$ cat src/logic/aof_params.svh
// Constants of the output formatter: offsets, fields, reset values, patterns
`ifndef AOF_PARAMS_SVH
`define AOF_PARAMS_SVH
`define AOF_ADDR_W      13
`define AOF_OFS_TEST    13'h00D
`define AOF_OFS_MODE    13'h014
`define AOF_OFS_SWING   13'h015
`define AOF_OFS_LINK    13'h021
`define AOF_RST_TEST    8'h00
`define AOF_RST_MODE    8'h00
`define AOF_RST_SWING   8'h00
`define AOF_RST_LINK    8'h08
`define AOF_MASK_TEST   8'h7F
`define AOF_MASK_MODE   8'h0F
`define AOF_MASK_LINK   8'h08
`define AOF_FMT_LO      0
`define AOF_FMT_HI      1
`define AOF_INV_BIT     2
`define AOF_REV_BIT     3
`define AOF_PLL_BIT     3
`define AOF_TM_LO       0
`define AOF_TM_HI       3
`define AOF_LEN_LO      4
`define AOF_LEN_HI      6
`define AOF_LEN_PIVOT   3'h5
`define AOF_LEN_MAXC    3'h4
`define AOF_MID         12'h800
`define AOF_FULL        12'hFFF
`define AOF_ZERO        12'h000
`define AOF_CHK_A       12'hAAA
`define AOF_CHK_B       12'h555
`define AOF_FULL8       12'hFF0
`define AOF_FULL9       12'hFF8
`define AOF_FULL10      12'hFFC
`define AOF_FULL11      12'hFFE
`define AOF_SEED_S      9'h0DF
`define AOF_SEED_L      23'h29B80A
`define AOF_PNS_W0      12'hDF9
`define AOF_PNL_W0      12'h591
`define AOF_PN_BITS     12
`define AOF_TAIL        4'h0
`define AOF_RW_BIT      15
`define AOF_INSTR_LAST  4'hF
`define AOF_BYTE_LAST   3'h7
`define AOF_FIFO_DEPTH  4
`endif

$ cat src/logic/aof_pkg.sv
// Types of the output formatter
package aof_pkg;
	`include "aof_params.svh"
	typedef enum logic [1:0] {AOF_FMT_OFFSET = 2'b00, AOF_FMT_TWOS = 2'b01, AOF_FMT_GRAY = 2'b10} aof_fmt_t;
	typedef enum logic [3:0] {
		AOF_TM_OFF = 4'b0000, AOF_TM_MID = 4'b0001, AOF_TM_PFS = 4'b0010, AOF_TM_NFS = 4'b0011,
		AOF_TM_CHK = 4'b0100, AOF_TM_PNL = 4'b0101, AOF_TM_PNS = 4'b0110, AOF_TM_TOG = 4'b0111
	} aof_tm_t;
	typedef enum logic {AOF_PH_INSTR = 1'b0, AOF_PH_DATA = 1'b1} aof_ph_t;
	typedef struct packed {logic [3:0][11:0] w;} aof_quad_t;
	typedef struct packed {logic [3:0][7:0] o; logic second;} aof_oct_t;
	typedef struct packed {
		logic [7:0]  reg_test;
		logic [7:0]  reg_mode;
		logic [7:0]  reg_swing;
		logic [7:0]  reg_link;
		logic        alt;
		logic [8:0]  pns;
		logic [22:0] pnl;
		logic        sclk_q;
		aof_ph_t     ph;
		logic [3:0]  cnt;
		logic [15:0] sh;
		logic        rw;
		logic [12:0] addr;
		logic [7:0]  rdsh;
		logic        sdio_o;
		logic        sdio_oe;
		aof_oct_t    oct;
		logic        oct_valid;
		logic        phase;
		aof_quad_t   word;
	} aof_st_t;
	localparam aof_st_t AOF_ST_RST = '{reg_test: `AOF_RST_TEST, reg_mode: `AOF_RST_MODE,
		reg_swing: `AOF_RST_SWING, reg_link: `AOF_RST_LINK, pns: `AOF_SEED_S, pnl: `AOF_SEED_L,
		ph: AOF_PH_INSTR, default: '0};
endpackage

$ cat src/logic/aof_top.sv
// Output format, test pattern, octet split and register port of a quad converter
// ----------------------------------------------------------------------------
// ----------------------------------------------------------------------------
`timescale 1ns/1ps
`include "aof_params.svh"

module aof_fifo #(
	parameter int WIDTH = 8,
	parameter int DEPTH = 4
) (
	input  wire logic             clk,
	input  wire logic             rst_n,
	input  wire logic             in_valid,
	output logic                  in_ready,
	input  wire logic [WIDTH-1:0] in_data,
	output logic                  out_valid,
	input  wire logic             out_ready,
	output logic      [WIDTH-1:0] out_data
);
	localparam int AW = $clog2(DEPTH);
	typedef struct packed {
		logic [DEPTH-1:0][WIDTH-1:0] mem;
		logic [AW-1:0]               rd;
		logic [AW-1:0]               wr;
		logic [AW:0]                 cnt;
		logic                        rdy;
		logic                        vld;
	} aof_fifo_st_t;
	aof_fifo_st_t s, n;
	logic push, pop;

	assign push      = in_valid && s.rdy;
	assign pop       = out_ready && s.vld;
	assign in_ready  = s.rdy;
	assign out_valid = s.vld;
	assign out_data  = s.mem[s.rd];

	always_comb begin
		n = s;
		if (push) begin
			n.mem[s.wr] = in_data;
			n.wr = s.wr + 1'b1;
		end
		if (pop)
			n.rd = s.rd + 1'b1;
		n.cnt = s.cnt + {{AW{1'b0}}, push} - {{AW{1'b0}}, pop};
		n.rdy = n.cnt != (AW+1)'(DEPTH);
		n.vld = n.cnt != '0;
	end

	always_ff @(posedge clk or negedge rst_n) begin
		if (!rst_n) begin
			s <= '{rdy: 1'b1, default: '0};
		end else begin
			s <= n;
		end
	end
endmodule // aof_fifo

module aof_top (
	input  wire logic             CLK_SYS,
	input  wire logic             RESETN,
	input  wire aof_pkg::aof_quad_t SAMPLE,
	input  wire logic             SAMPLE_VALID,
	output logic                  SAMPLE_READY,
	output aof_pkg::aof_oct_t     OCT,
	output logic                  OCT_VALID,
	input  wire logic             OCT_READY,
	input  wire logic             CSB,
	input  wire logic             SCLK,
	input  wire logic             SDIO_I,
	output logic                  SDIO_O,
	output logic                  SDIO_OE,
	output logic      [7:0]       DRIVE_SWING,
	output logic                  PLL_BW_HIGH
);
	import aof_pkg::*;

	aof_st_t   s, n;
	aof_quad_t fw, fifo_q;
	aof_fmt_t  fmt_sel;
	aof_tm_t   tm;
	logic      inv, rev, push, pop, fifo_rdy, fifo_vld, pat_sel, pat_fmt, rise, fall;
	logic [2:0]  len;
	logic [11:0] pat, pns_w, pnl_w;
	logic [8:0]  pns_nx;
	logic [22:0] pnl_nx;

	// ------------------------------------------------------------------------
	// Decoding helpers
	// ------------------------------------------------------------------------
	function automatic logic [7:0] reg_read(input aof_st_t st, input logic [12:0] a);
		case (a)
			`AOF_OFS_TEST:  reg_read = st.reg_test;
			`AOF_OFS_MODE:  reg_read = st.reg_mode;
			`AOF_OFS_SWING: reg_read = st.reg_swing;
			`AOF_OFS_LINK:  reg_read = st.reg_link;
			default:        reg_read = 8'h00;
		endcase
	endfunction

	function automatic logic [11:0] finish(input logic [11:0] w, input logic f_en, input aof_fmt_t f,
		input logic iv, input logic rv);
		logic [11:0] t;
		t = w;
		if (f_en) begin
			case (f)
				AOF_FMT_TWOS: t = {~w[11], w[10:0]};
				AOF_FMT_GRAY: t = w ^ (w >> 1);
				default:      t = w;
			endcase
		end
		if (iv)
			t = ~t;
		finish = t;
		if (rv) begin
			for (int i = 0; i < 12; i++)
				finish[i] = t[11-i];
		end
	endfunction

	function automatic logic [20:0] pn_short(input logic [8:0] st);
		logic [8:0]  r;
		logic [11:0] w;
		r = st;
		w = '0;
		for (int i = 0; i < `AOF_PN_BITS; i++) begin
			w = {w[10:0], r[7]};
			r = {r[7:0], r[8] ^ r[4]};
		end
		pn_short = {r, w};
	endfunction

	function automatic logic [34:0] pn_long(input logic [22:0] st);
		logic [22:0] r;
		logic [11:0] w;
		r = st;
		w = '0;
		for (int i = 0; i < `AOF_PN_BITS; i++) begin
			w = {w[10:0], ~r[21]};
			r = {r[21:0], r[22] ^ r[17]};
		end
		pn_long = {r, w};
	endfunction

	function automatic logic [11:0] len_mask(input logic [2:0] c);
		if (c == 3'h0 || c > `AOF_LEN_MAXC)
			len_mask = `AOF_FULL;
		else
			len_mask = `AOF_FULL << (`AOF_LEN_PIVOT - c);
	endfunction

	// ------------------------------------------------------------------------
	// Pattern source and format
	// ------------------------------------------------------------------------
	assign fmt_sel = aof_fmt_t'(s.reg_mode[`AOF_FMT_HI:`AOF_FMT_LO]);
	assign inv     = s.reg_mode[`AOF_INV_BIT];
	assign rev     = s.reg_mode[`AOF_REV_BIT];
	assign tm      = aof_tm_t'(s.reg_test[`AOF_TM_HI:`AOF_TM_LO]);
	assign len     = s.reg_test[`AOF_LEN_HI:`AOF_LEN_LO];
	assign push    = SAMPLE_VALID && fifo_rdy;
	assign {pns_nx, pns_w} = pn_short(s.pns);
	assign {pnl_nx, pnl_w} = pn_long(s.pnl);
	assign pat_sel = tm != AOF_TM_OFF;
	assign pat_fmt = tm != AOF_TM_CHK && tm != AOF_TM_TOG;

	always_comb begin
		case (tm)
			AOF_TM_MID: pat = `AOF_MID & len_mask(len);
			AOF_TM_PFS: pat = `AOF_FULL & len_mask(len);
			AOF_TM_NFS: pat = `AOF_ZERO;
			AOF_TM_CHK: pat = (s.alt ? `AOF_CHK_B : `AOF_CHK_A) & len_mask(len);
			AOF_TM_TOG: pat = (s.alt ? `AOF_ZERO : `AOF_FULL) & len_mask(len);
			AOF_TM_PNL: pat = pnl_w;
			AOF_TM_PNS: pat = pns_w;
			default:    pat = `AOF_ZERO;
		endcase
	end

	for (genvar ch = 0; ch < 4; ch++) begin : g_ch
		assign fw.w[ch] = finish(pat_sel ? pat : SAMPLE.w[ch], pat_fmt, fmt_sel, inv, rev);
	end

	aof_fifo #(
		.WIDTH ($bits(aof_quad_t)),
		.DEPTH (`AOF_FIFO_DEPTH)
	) u_fifo (
		.clk       (CLK_SYS),
		.rst_n     (RESETN),
		.in_valid  (SAMPLE_VALID),
		.in_ready  (fifo_rdy),
		.in_data   (fw),
		.out_valid (fifo_vld),
		.out_ready (pop),
		.out_data  (fifo_q)
	);

	assign pop  = (!s.oct_valid || OCT_READY) && !s.phase && fifo_vld;
	assign rise = SCLK && !s.sclk_q;
	assign fall = !SCLK && s.sclk_q;

	// ------------------------------------------------------------------------
	// Next state
	// ------------------------------------------------------------------------
	always_comb begin
		n = s;
		n.pns = (tm != AOF_TM_PNS) ? `AOF_SEED_S : (push ? pns_nx : s.pns);
		n.pnl = (tm != AOF_TM_PNL) ? `AOF_SEED_L : (push ? pnl_nx : s.pnl);
		if (tm != AOF_TM_CHK && tm != AOF_TM_TOG)
			n.alt = 1'b0;
		else if (push)
			n.alt = !s.alt;
		if (!s.oct_valid || OCT_READY) begin
			if (s.phase) begin
				for (int c = 0; c < 4; c++)
					n.oct.o[c] = {s.word.w[c][3:0], `AOF_TAIL};
				n.oct.second = 1'b1;
				n.oct_valid  = 1'b1;
				n.phase      = 1'b0;
			end else if (fifo_vld) begin
				n.word = fifo_q;
				for (int c = 0; c < 4; c++)
					n.oct.o[c] = fifo_q.w[c][11:4];
				n.oct.second = 1'b0;
				n.oct_valid  = 1'b1;
				n.phase      = 1'b1;
			end else begin
				n.oct_valid = 1'b0;
			end
		end
		n.sclk_q = SCLK;
		if (CSB) begin
			n.ph      = AOF_PH_INSTR;
			n.cnt     = 4'h0;
			n.sdio_oe = 1'b0;
		end else begin
			if (rise) begin
				n.sh  = {s.sh[14:0], SDIO_I};
				n.cnt = s.cnt + 4'h1;
				if (s.ph == AOF_PH_INSTR && s.cnt == `AOF_INSTR_LAST) begin
					n.ph   = AOF_PH_DATA;
					n.cnt  = 4'h0;
					n.rw   = n.sh[`AOF_RW_BIT];
					n.addr = n.sh[12:0];
					n.rdsh = reg_read(s, n.sh[12:0]);
				end else if (s.ph == AOF_PH_DATA && s.cnt[2:0] == `AOF_BYTE_LAST) begin
					n.cnt  = 4'h0;
					n.addr = s.addr + 13'h1;
					n.rdsh = reg_read(s, n.addr);
					if (!s.rw) begin
						case (s.addr)
							`AOF_OFS_TEST:  n.reg_test  = n.sh[7:0] & `AOF_MASK_TEST;
							`AOF_OFS_MODE:  n.reg_mode  = n.sh[7:0] & `AOF_MASK_MODE;
							`AOF_OFS_SWING: n.reg_swing = n.sh[7:0];
							`AOF_OFS_LINK:  n.reg_link  = n.sh[7:0] & `AOF_MASK_LINK;
							default:        n.reg_link  = s.reg_link;
						endcase
					end
				end
			end
			if (fall && s.ph == AOF_PH_DATA && s.rw) begin
				n.sdio_o  = s.rdsh[7];
				n.sdio_oe = 1'b1;
				n.rdsh    = {s.rdsh[6:0], 1'b0};
			end
		end
	end

	always_ff @(posedge CLK_SYS or negedge RESETN) begin
		if (!RESETN) begin
			s <= AOF_ST_RST;
		end else begin
			s <= n;
		end
	end

	assign SAMPLE_READY = fifo_rdy;
	assign OCT          = s.oct;
	assign OCT_VALID    = s.oct_valid;
	assign SDIO_O       = s.sdio_o;
	assign SDIO_OE      = s.sdio_oe;
	assign DRIVE_SWING  = s.reg_swing;
	assign PLL_BW_HIGH  = s.reg_link[`AOF_PLL_BIT];

	logic plain;
	assign plain = !inv && !rev && len == 3'h0;
endmodule // aof_top

$ cat config.mk
export PLATFORM = sky130hd
export DESIGN_NAME = aof_top
export DESIGN_NICKNAME = d
export VERILOG_FILES = /design/src/logic/aof_pkg.sv /design/src/logic/aof_top.sv
export VERILOG_INCLUDE_DIRS = /design/src /design/src/logic
export SDC_FILE = /design/constraint.sdc
export NUM_CORES = 1
export LEC_CHECK = 0
export BUFFER_PORTS_ARGS = -buffer_cell sky130_fd_sc_hd__buf_2
export CAP_MARGIN = 10
export CORE_ASPECT_RATIO = 1.2
export CORE_MARGIN = 2
export CORE_UTILIZATION = 64
export CTS_BUF_LIST = sky130_fd_sc_hd__clkbuf_8
export DETAILED_ROUTE_END_ITERATION = 10
export GPL_ROUTABILITY_DRIVEN = 0
export PLACE_DENSITY = 0.83
export REMOVE_ABC_BUFFERS = 1
export SLEW_MARGIN = 20
export SYNTH_ARGS = -nofsm -noshare
export SYNTH_HDL_FRONTEND = slang
export SYNTH_SLANG_ARGS = --single-unit
$ cat constraint.sdc
create_clock -name CLK_SYS -period 3.6 [get_ports CLK_SYS]
set_clock_uncertainty 0.15 [all_clocks]
set_input_delay 0.18 -clock CLK_SYS [delete_from_list [all_inputs] [get_ports CLK_SYS]]
set_output_delay 0.18 -clock CLK_SYS [all_outputs]
set_load 0.02 [all_outputs]
==> reports/results.ini, run 1 <==
[floorplan]
die_w_um=161.0
rows=69
io_pins=101
start_util=0.6453
coreArea_mm2=0.02935
dieArea_mm2=0.03099
die_y_um=192.5

[critical_path]
r2r_start=s[187]
cp.arrival_ns=3.73
cp.required_ns=3.90
worstSetupEndpointType=flip-flop
worstSetupEndpoint=u_fifo.s[150]
path_class=flip-flop to flip-flop
ff2ff_path_depth=10
worstReg2RegEnd=u_fifo.s[150]
cp-start-kind=flip-flop
path_max_fanout=17
r2r_slack_ns=0.17
crit_start=s[187]

[final_layout]
n_fill_cell=2113
multi_input_area_mm2=0.009264
finalNetCount=2013
syn_to_final_growth_pct=9.618
regArea_mm2=0.008791
n_antenna_cell=0
drive_gt1_frac=0.1972
finalInstanceArea_mm2=0.02076

[yosys]
yosysMostFrequentCell=dfrtp_1
synth_seq_area_share=0.4636
synth_edf_count=0
yosysTopAreaCell=dfrtp_1
synth_area_mm2=0.01894
synth_top_area_share=0.4386
synth_warnings=0
netlist_instances=1909
synthFlopType=dfrtp_1
postSynthRegisterBits=350
synthTopCellsByArea=dfrtp_1, nand2_1, mux4_2, o21ai_0, mux2i_1
async_flop_share=1.000
yosysUniqueCellTypes=88
synth.avg_cell_area_um2=9.922
synth_common_cells=dfrtp_1, nand2_1, o21ai_0

[global_route]
antenna_found_initial=0
grt_max_degree=98
grt_pass1_vias=14847
globalRouteTotalUtil=0.3134
grt_pass1_wl_mm=77.43
grt_overflow=0

[timing]
fin_crit_sh=0.9531
fin_ws_ns=0.1688
setup_violations=0
rsz0062_at_grt=false
hold_violations=0
fmax_mhz=291.4
timing.final.crit_period_ns=3.431
holdWs_ns=0.06931
relSlewSlack=0.3519
tightest_slew_ns=0.9721
slew_viol_final=0

[placed_design]
io_buffers=100
post_dp_cell_area_mm2=0.01958
dp_slack_ns=0.2306
dp_hpwl_mm=32.17

[detailed_routing]
drt.antenna.violating_nets=0
drtIter0Drc=1584
routed_wl_mm=47.99
drc_errors=0
via_per_inst=6.413
first_pass_iters=6
vias=15218
wl_per_cell_um=20.22

[pwr]
power.total_uw=13640
peakVddDrop_mv=0.5006
leakagePower_uw=0.009376
p_per_area_mw_per_mm2=656.8

[clock_network]
clk_pin_slew_worst_paths_ns=0.07
h-tree-depth=2
root_buffer=clkbuf_8
cts_tree=done
cts.path.max_buffers=3
clock_sinks=350
clock_latency_ns=0.63
cts_buffers=54

[hold_path]
hold_class=primary input to async pin

[run]
cap_viol_max_count=0

[status]
outcome=complete, no violations

==> cell families after synthesis <==
family,count (synthesis),synth area share
multiplexers,170,0.1252
AO/OA/AOI/OAI,529,0.1746
XOR/XNOR,84,0.03924
buffers and inverters,208,0.05060
AND/OR/NAND/NOR,551,0.1351
adder cells (fa/ha/maj),17,0.01163
flip-flops,350,0.4636
==> worst min path at each step <==
stage / from / to
after floorplan: RESETN / DRIVE_SWING[0]
after global placement: RESETN / OCT[8]
after detailed placement: RESETN / u_fifo.s[38]
after CTS: SCLK / s[128]
after global routing: SCLK / s[128]
final: RESETN / u_fifo.s[12]
==> final cells by class <==
class | count | area share
Tap cell | 390 | 0.02350
Sequential cell | 350 | 0.4234
Clock buffer | 64 | 0.04242
Inverter | 22 | 0.003977
Clock inverter | 34 | 0.009822
Multi-Input combinational cell | 1351 | 0.4462
Timing Repair Buffer | 162 | 0.05074
==> timing repair <==
item / 4_1_cts / 5_1_grt
resized for setup: 0 / 4
setup buffers: 0 / 3
hold endpoints to repair: 110 / 0
hold buffers: 6 / 0
endpoints found under the setup margin: 0 / 10
==> stage by stage <==
| step | util | cells | setup TNS, ns |
|---|---|---|---|
| 6_report | 0.7074 | 2373 | 0 |
| 5_1_grt | 0.7074 | 2373 | 0 |
| 4_1_cts | 0.7059 | 2370 | 0 |
| 3_5_place_dp | 0.6669 | 2266 | 0 |
| 3_3_place_gp | 0.6669 | 2266 | 0 |
| 2_1_floorplan | - | 1723 | -62.95 |
==> where the power goes <==
group,switching (µW),leakage (µW),total (µW),internal [µW]
Clock,1530,0.000635,3290,1760
Combinational,2110,0.00431,4070,1970
Sequential,983,0.00443,6270,5290
Total,4620,0.00938,13600,9010
==> cells in the final DEF, fill, tap and decap left out, drive strengths merged, types with 10 or more instances in the layout <==
cell type	netlist	routed
o31ai	29	29
clkbuf	105	64
and3	18	18
a211oi	15	15
nand2	304	304
nor2	79	79
xnor2	74	74
mux4	48	48
clkinv	1	11
dfstp	18	18
a31oi	20	20
inv	21	41
nor2b	12	12
mux2i	66	66
dfrtp	332	332
nand2b	11	11
nand3	28	28
o211ai	21	21
a21oi	78	78
buf	81	156
nor3	28	28
mux2	56	56
ha	16	16
o22ai	20	20
o21ai	228	228
a22o	24	24
xor2	10	10
and2	11	11
==> worst max-delay path: stages, from the launching register on <==
cell and delay (ns):
dfrtp_1 0.52, buf_4 0.24, nor4bb_2 0.17, buf_4 0.23
a2bb2oi_1 0.51, and3_1 0.28, o22ai_1 0.09, xnor2_1 0.22
nor2_1 0.10, a2111oi_2 0.58, a21oi_1 0.15
==> routing by layer <==
metal | track usage | vias to the layer above | share of wire
met3 | 0.04965 | 135 | 0.081
met5 | 0 | - | 0
met2 | 0.5102 | 747 | 0.48
met1 | 0.4221 | 7416 | 0.40
met4 | 0.1360 | 0 | 0.038
li1 | - | 6920 | -
==> sequential cells by signal, indices dropped and copies added, names as in the netlist <==
signal / flops
DRIVE_SWING: 8
OCT: 33
OCT_VALID: 1
PLL_BW_HIGH: 1
SDIO_O: 1
SDIO_OE: 1
fmt_sel: 2
inv: 1
len: 3
pnl_nx: 11
pns_w: 8
rev: 1
s: 78
u_fifo.in_ready: 1
u_fifo.out_valid: 1
u_fifo.s: 199
Power figures use the tool's default switching activity.
==> inputs of run 2 (changes only) <==
Settings changed: CELL_PAD_IN_SITES_DETAIL_PLACEMENT from default to 1, CELL_PAD_IN_SITES_GLOBAL_PLACEMENT from default to 1, CORE_UTILIZATION 64 to 50, PLACE_DENSITY 0.83 to default, PLACE_DENSITY_LB_ADDON from default to 0.1.
==> run 2 against run 1 <==
Against the previous run: cell count is 4.4% higher; highest routed layer is now met5; sequential cell count stayed put; wire length is 15% higher; die area is 27% higher; via count is 0.54% lower; register-to-register slack better by 0.05 ns; count of clock-buffer cells in the layout is 3 higher; sequential share of layout area is 0.51 points lower; worst setup slack better by 0.053 ns; core utilization is 15 points lower; clock power is 4% higher.
==> reports/results.ini, run 2 (synthesis gave the netlist of run 1 again) <==
[final_layout]
n_fill_cell=4162
n_antenna_cell=0
finalNetCount=2028
largest_reg_flops=199
mostFrequentLayoutCells=dfrtp_1, nand2_1, o21ai_0
top_register=u_fifo.s
finalInstanceArea_mm2=0.02102
layout_commonest_cell=dfrtp_1
syn_to_final_growth_pct=10.95
drive_gt1_frac=0.2027
final_util=0.5593

[floorplan]
dieArea_mm2=0.03946
die_y_um=217.2
coreArea_mm2=0.03757
io_pins=101
start_util=0.5041
rows=78
die_w_um=181.7

[global_route]
grt_max_degree=117
globalRouteTotalUtil=0.2840
grt_pass1_wl_mm=88.18
grt_overflow=0
grt_pass1_vias=15919
antenna_found_initial=1

[placed_design]
post_dp_cell_area_mm2=0.01983
dp_hpwl_mm=38.04
dp_slack_ns=0.1890
io_buffers=100

[pwr]
peakVddDrop_mv=0.4455
power.switching_uw=4750
combinationalPowerShare=0.306
intPower_uw=9100
p_per_area_mw_per_mm2=659.1
sequentialPowerShare=0.446
swShare=0.3430
power.total_uw=13850
clockPowerShare=0.248
leakagePower_uw=0.009474

[detailed_routing]
vias=15136
drtIter0Drc=903
drc_errors=0
first_pass_iters=5
wl_per_cell_um=22.21
via_per_inst=6.108
routed_wl_mm=55.03
drt.antenna.violating_nets=0

[timing]
fin_ws_ns=0.2220
slew_viol_final=0
tightest_slew_ns=0.9630
timing.final.crit_period_ns=3.378
hold_violations=0
fin_crit_sh=0.9383
holdWs_ns=0.07656
setup_violations=0
rsz0062_at_grt=false
fmax_mhz=296.0
relSlewSlack=0.3580

[status]
outcome=complete, no violations

[clock_network]
root_buffer=clkbuf_8
cts_setup_buffers=0
clock_latency_ns=0.64
clock_sinks=350
cts_tree=done
cts.path.max_buffers=3
h-tree-depth=2
cts_buffers=57
clk_pin_slew_worst_paths_ns=0.06

[hold_path]
hold_class=primary input to flip-flop

[run]
cap_viol_max_count=0

[critical_path]
worstSetupEndpointType=flip-flop
cp.required_ns=3.91
cp.arrival_ns=3.69
path_class=flip-flop to flip-flop
cp-start-kind=flip-flop
path_max_fanout=12

## run 2: critical path, cell delays in order (launching register included)
cell	delay, ns
dfrtp_1	0.57
ha_1	0.37
a21oi_1	0.17
o32ai_1	0.10
o21a_1	0.33
or3_1	0.42
o32ai_1	0.39
mux2i_1	0.18
xnor2_1	0.37
o21ai_0	0.16
## run 2: metrics by stage
step                TNS [ns]  cells
finish                     0   2478
floorplan             -62.95   1723
global route               0   2478
CTS                        0   2478
global placement           0   2371
detailed placement         0   2371
## run 2: power by group through the flow
stage,combinational (µW),sequential [µW],clock [µW]
2_1_floorplan,2740,6280,0
3_3_place_gp,4090,6140,0
3_5_place_dp,4280,6250,0
4_1_cts,4320,6180,3530
5_1_grt,4730,6350,3680
6_report,4240,6170,3430
## run 2: path summary, 6_finish.rpt
kind	from	to	slack, ns	depth (start not counted)
max in group asynchronous	RESETN	SDIO_O	2.23	3
worst min-delay path	SCLK	s[128]	0.08	2
worst max-delay path	len[2]	u_fifo.s[106]	0.22	9
min in group asynchronous	RESETN	u_fifo.s[7]	0.09	2
worst min register to register	OCT[24]	OCT[24]	0.33	2
worst max register to register	len[2]	u_fifo.s[106]	0.22	9
## run 2: cell type report
type | instances | area, µm² | share of cell area
sequential | 350 | 8791 | 0.4183
multi-input combinational | 1351 | 9255 | 0.4404
clock inverter | 34 | 195.2 | 0.009288
tap | 480 | 600.6 | 0.02858
clock buffer | 67 | 922.1 | 0.04388
timing repair buffer | 174 | 1169 | 0.05561
inverter | 22 | 82.58 | 0.003929
## run 2: repair_timing
item	in CTS	in global routing
hold buffers	6	0
resized for setup	0	3
hold endpoints to repair	144	0
endpoints found under the setup margin	0	20
## run 2: per-layer routing
| layer | vias to the layer above | part of all wire | global-route usage |
|---|---|---|---|
| li1 | 6952 | - | - |
| met1 | 7702 | 0.44 | 0.3738 |
| met2 | 365 | 0.49 | 0.4782 |
| met3 | 115 | 0.046 | 0.04786 |
| met4 | 2 | 0.032 | 0.09729 |
| met5 | - | 0.00016 | 0 |
==> inputs of run 3 (changes only) <==
Settings changed: ABC_AREA from default to 1, CORE_UTILIZATION 50 to 47.
==> run 3 against run 2 <==
Against the previous run: cell area is 2.8% higher; count of clock-buffer cells in the layout is 9 higher; wire length rose by 28%; register-to-register slack gained 0.27 ns; core utilization down 3.2 points; synthesized cell count grew 40%; non-clock buffer count decreased by 19; total power up 9.4%; maximum frequency grew 8.8%; largest cell class unchanged.
==> reports/results.ini, run 3 <==
[yosys]
netlist_instances=2669
yosys.area_share.xor_xnor=0.01297
synth_area_mm2=0.01959
synth.avg_cell_area_um2=7.339
synthAdderAreaFrac=0.01124
yosysTopAreaCell=dfrtp_1
synth_seq_area_share=0.4483
synth_common_cells=nand2_1, nand3_1, dfrtp_1
synthTopCellsByArea=dfrtp_1, nand2_1, nand3_1, o21ai_0, nor2_1
synthMuxAreaShare=0.0005749
synth_compound_area_frac=0.1186
synth_edf_count=0
yosysUniqueCellTypes=51
synth_top_area_share=0.4241
async_flop_share=1.000
synth_top_family_by_area=simple AND/OR/NAND/NOR gates
synthFlopType=dfrtp_1
yosysMostFrequentCell=nand2_1
postSynthRegisterBits=350
yosys.area_share.simple=0.3314
synth_warnings=0

[timing]
tightest_slew_ns=0.9448
fmax_mhz=322.1
timing.final.crit_period_ns=3.105
setup_violations=0
fin_crit_sh=0.8625
hold_violations=0
relSlewSlack=0.3702
slew_viol_final=0
tns_ns=0
rsz0062_at_grt=false

[critical_path]
ff2ff_path_depth=14
worstSetupEndpointType=flip-flop
cp.required_ns=4.01
cp.arrival_ns=3.52
path_class=flip-flop to flip-flop
path_max_fanout=20
cp-start-kind=flip-flop
r2r_slack_ns=0.50
r2r_start=s[187]
worstReg2RegEnd=u_fifo.s[11]

[detailed_routing]
first_pass_iters=5
drt.antenna.violating_nets=0
drc_errors=0
wl_per_cell_um=21.37
routed_wl_mm=70.24
vias=19319
drtIter0Drc=1247
via_per_inst=5.877

[floorplan]
rows=81
dieArea_mm2=0.04333
die_y_um=227.6
io_pins=101
start_util=0.4784
die_w_um=190.4
coreArea_mm2=0.04094

[clock_network]
cts_tree=done
cts.path.max_buffers=3
h-tree-depth=2
cts_resized=0
clock_latency_ns=0.68
root_buffer=clkbuf_8
clock_sinks=350
clk_pin_slew_worst_paths_ns=0.06
cts_buffers=59

[final_layout]
regArea_mm2=0.008786
finalNetCount=2772
drive_gt1_frac=0.1172
top_register=u_fifo.s
mostFrequentLayoutCells=nand2_1, nand3_1, dfrtp_1
largest_reg_flops=199
multi_input_area_mm2=0.009326
finalInstanceArea_mm2=0.02160
layout_commonest_cell=nand2_1
n_fill_cell=5319
n_antenna_cell=0
syn_to_final_growth_pct=10.27

[global_route]
grt_pass1_wl_mm=111.8
grt_overflow=0
grt_pass1_vias=20630
globalRouteTotalUtil=0.3315
grt_max_degree=102
antenna_found_initial=0

[hold_path]
min_delay_path_depth=2
holdCritStartpoint=SCLK
whs_endpoint=s[128]
hold_class=primary input to flip-flop

[placed_design]
post_dp_cell_area_mm2=0.02033
io_buffers=100
dp_hpwl_mm=46.29

[pwr]
power.switching_uw=6146
swShare=0.4055
intPower_uw=9009
sequentialPowerShare=0.407
combinationalPowerShare=0.350
power.total_uw=15160
clockPowerShare=0.243
leakagePower_uw=0.01079
p_per_area_mw_per_mm2=701.6
peakVddDrop_mv=0.4289

[status]
outcome=complete, no violations

[run]
cap_viol_max_count=0

-- run 3: cell count changes after synthesis, moves of 48 or more --
| cell | before | now |
|---|---|---|
| inv_1 | 19 | 148 |
| xnor2_1 | 73 | 12 |
| mux4_2 | 48 | 0 |
| nand2_1 | 304 | 781 |
| o21ai_0 | 142 | 211 |
| mux2_2 | 56 | 1 |
| mux2i_1 | 66 | 0 |
| o21ai_1 | 86 | 20 |
| nand3_1 | 28 | 398 |
| nor2_1 | 79 | 234 |
-- run 3: cells by family (layout without fill, tap and decap cells) --
family / after synthesis / in the layout
buf+inv: 343 / 422
simple gates: 1510 / 1510
mux: 1 / 1
fa+ha+maj: 17 / 17
flops: 350 / 350
compound gates: 419 / 419
xor+xnor: 29 / 29
-- run 3: routing by layer --
metal  wire length (µm)  track usage
met5                  0            0
met4               3600       0.1648
met3               3396      0.05082
met2              34530       0.5776
met1              28710       0.4002
-- run 3: critical path, stage by stage, from the launching register on --
cell	delay, ns
dfrtp_1	0.47
inv_2	0.09
nand2_2	0.08
nand2_2	0.06
nand2_2	0.18
inv_2	0.06
or2_1	0.39
nor2_8	0.31
nand2_2	0.37
nand3_1	0.24
nand2_1	0.07
nand2_1	0.07
nand3_1	0.18
nand3_1	0.17
nand2_1	0.07
-- run 3: power groups by stage --
| stage | Clock (µW) | Sequential (µW) | Combinational [µW] |
|---|---|---|---|
| 4_1_cts | 3760 | 6140 | 5320 |
| 3_3_place_gp | 0 | 6120 | 5080 |
| 2_1_floorplan | 0 | 6230 | 3110 |
| 6_report | 3680 | 6170 | 5310 |
| 3_5_place_dp | 0 | 6190 | 5270 |
| 5_1_grt | 3920 | 6300 | 5940 |
-- run 3: worst max-delay path by stage --
stage / startpoint / endpoint / cells past startpoint
floorplan: s[48] / u_fifo.out_valid / 9
global placement: s[187] / u_fifo.s[107] / 14
detailed placement: s[187] / u_fifo.s[160] / 14
CTS: s[187] / u_fifo.s[160] / 14
global route: len[1] / u_fifo.s[150] / 15
finish: s[187] / u_fifo.s[11] / 14
-- run 3: through the flow --
step | worst slack, ns | cells | util | hold WS, ns
5_1_grt | 0.2153 | 3287 | 0.5275 | 0.02535
3_3_place_gp | 0.6366 | 3172 | 0.4966 | 0.1478
2_1_floorplan | -1.501 | 2484 | - | -0.2656
4_1_cts | 0.5399 | 3287 | 0.5275 | 0.0003830
3_5_place_dp | 0.5533 | 3172 | 0.4966 | 0.1609
6_report | 0.4951 | 3287 | 0.5275 | 0.04044
-- run 3: repair_timing --
action / 4_1_cts / 5_1_grt
setup buffers: 0 / 0
endpoints found under the hold margin: 223 / 0
hold buffers: 6 / 0
-- run 3: layout make-up --
| cell class | instances | share of cell area |
|---|---|---|
| Clock buffer | 76 | 0.04843 |
| Clock inverter | 33 | 0.007415 |
| Inverter | 158 | 0.02746 |
| Multi-Input combinational cell | 1976 | 0.4318 |
| Sequential cell | 350 | 0.4068 |
| Tap cell | 539 | 0.03122 |
| Timing Repair Buffer | 155 | 0.04692 |
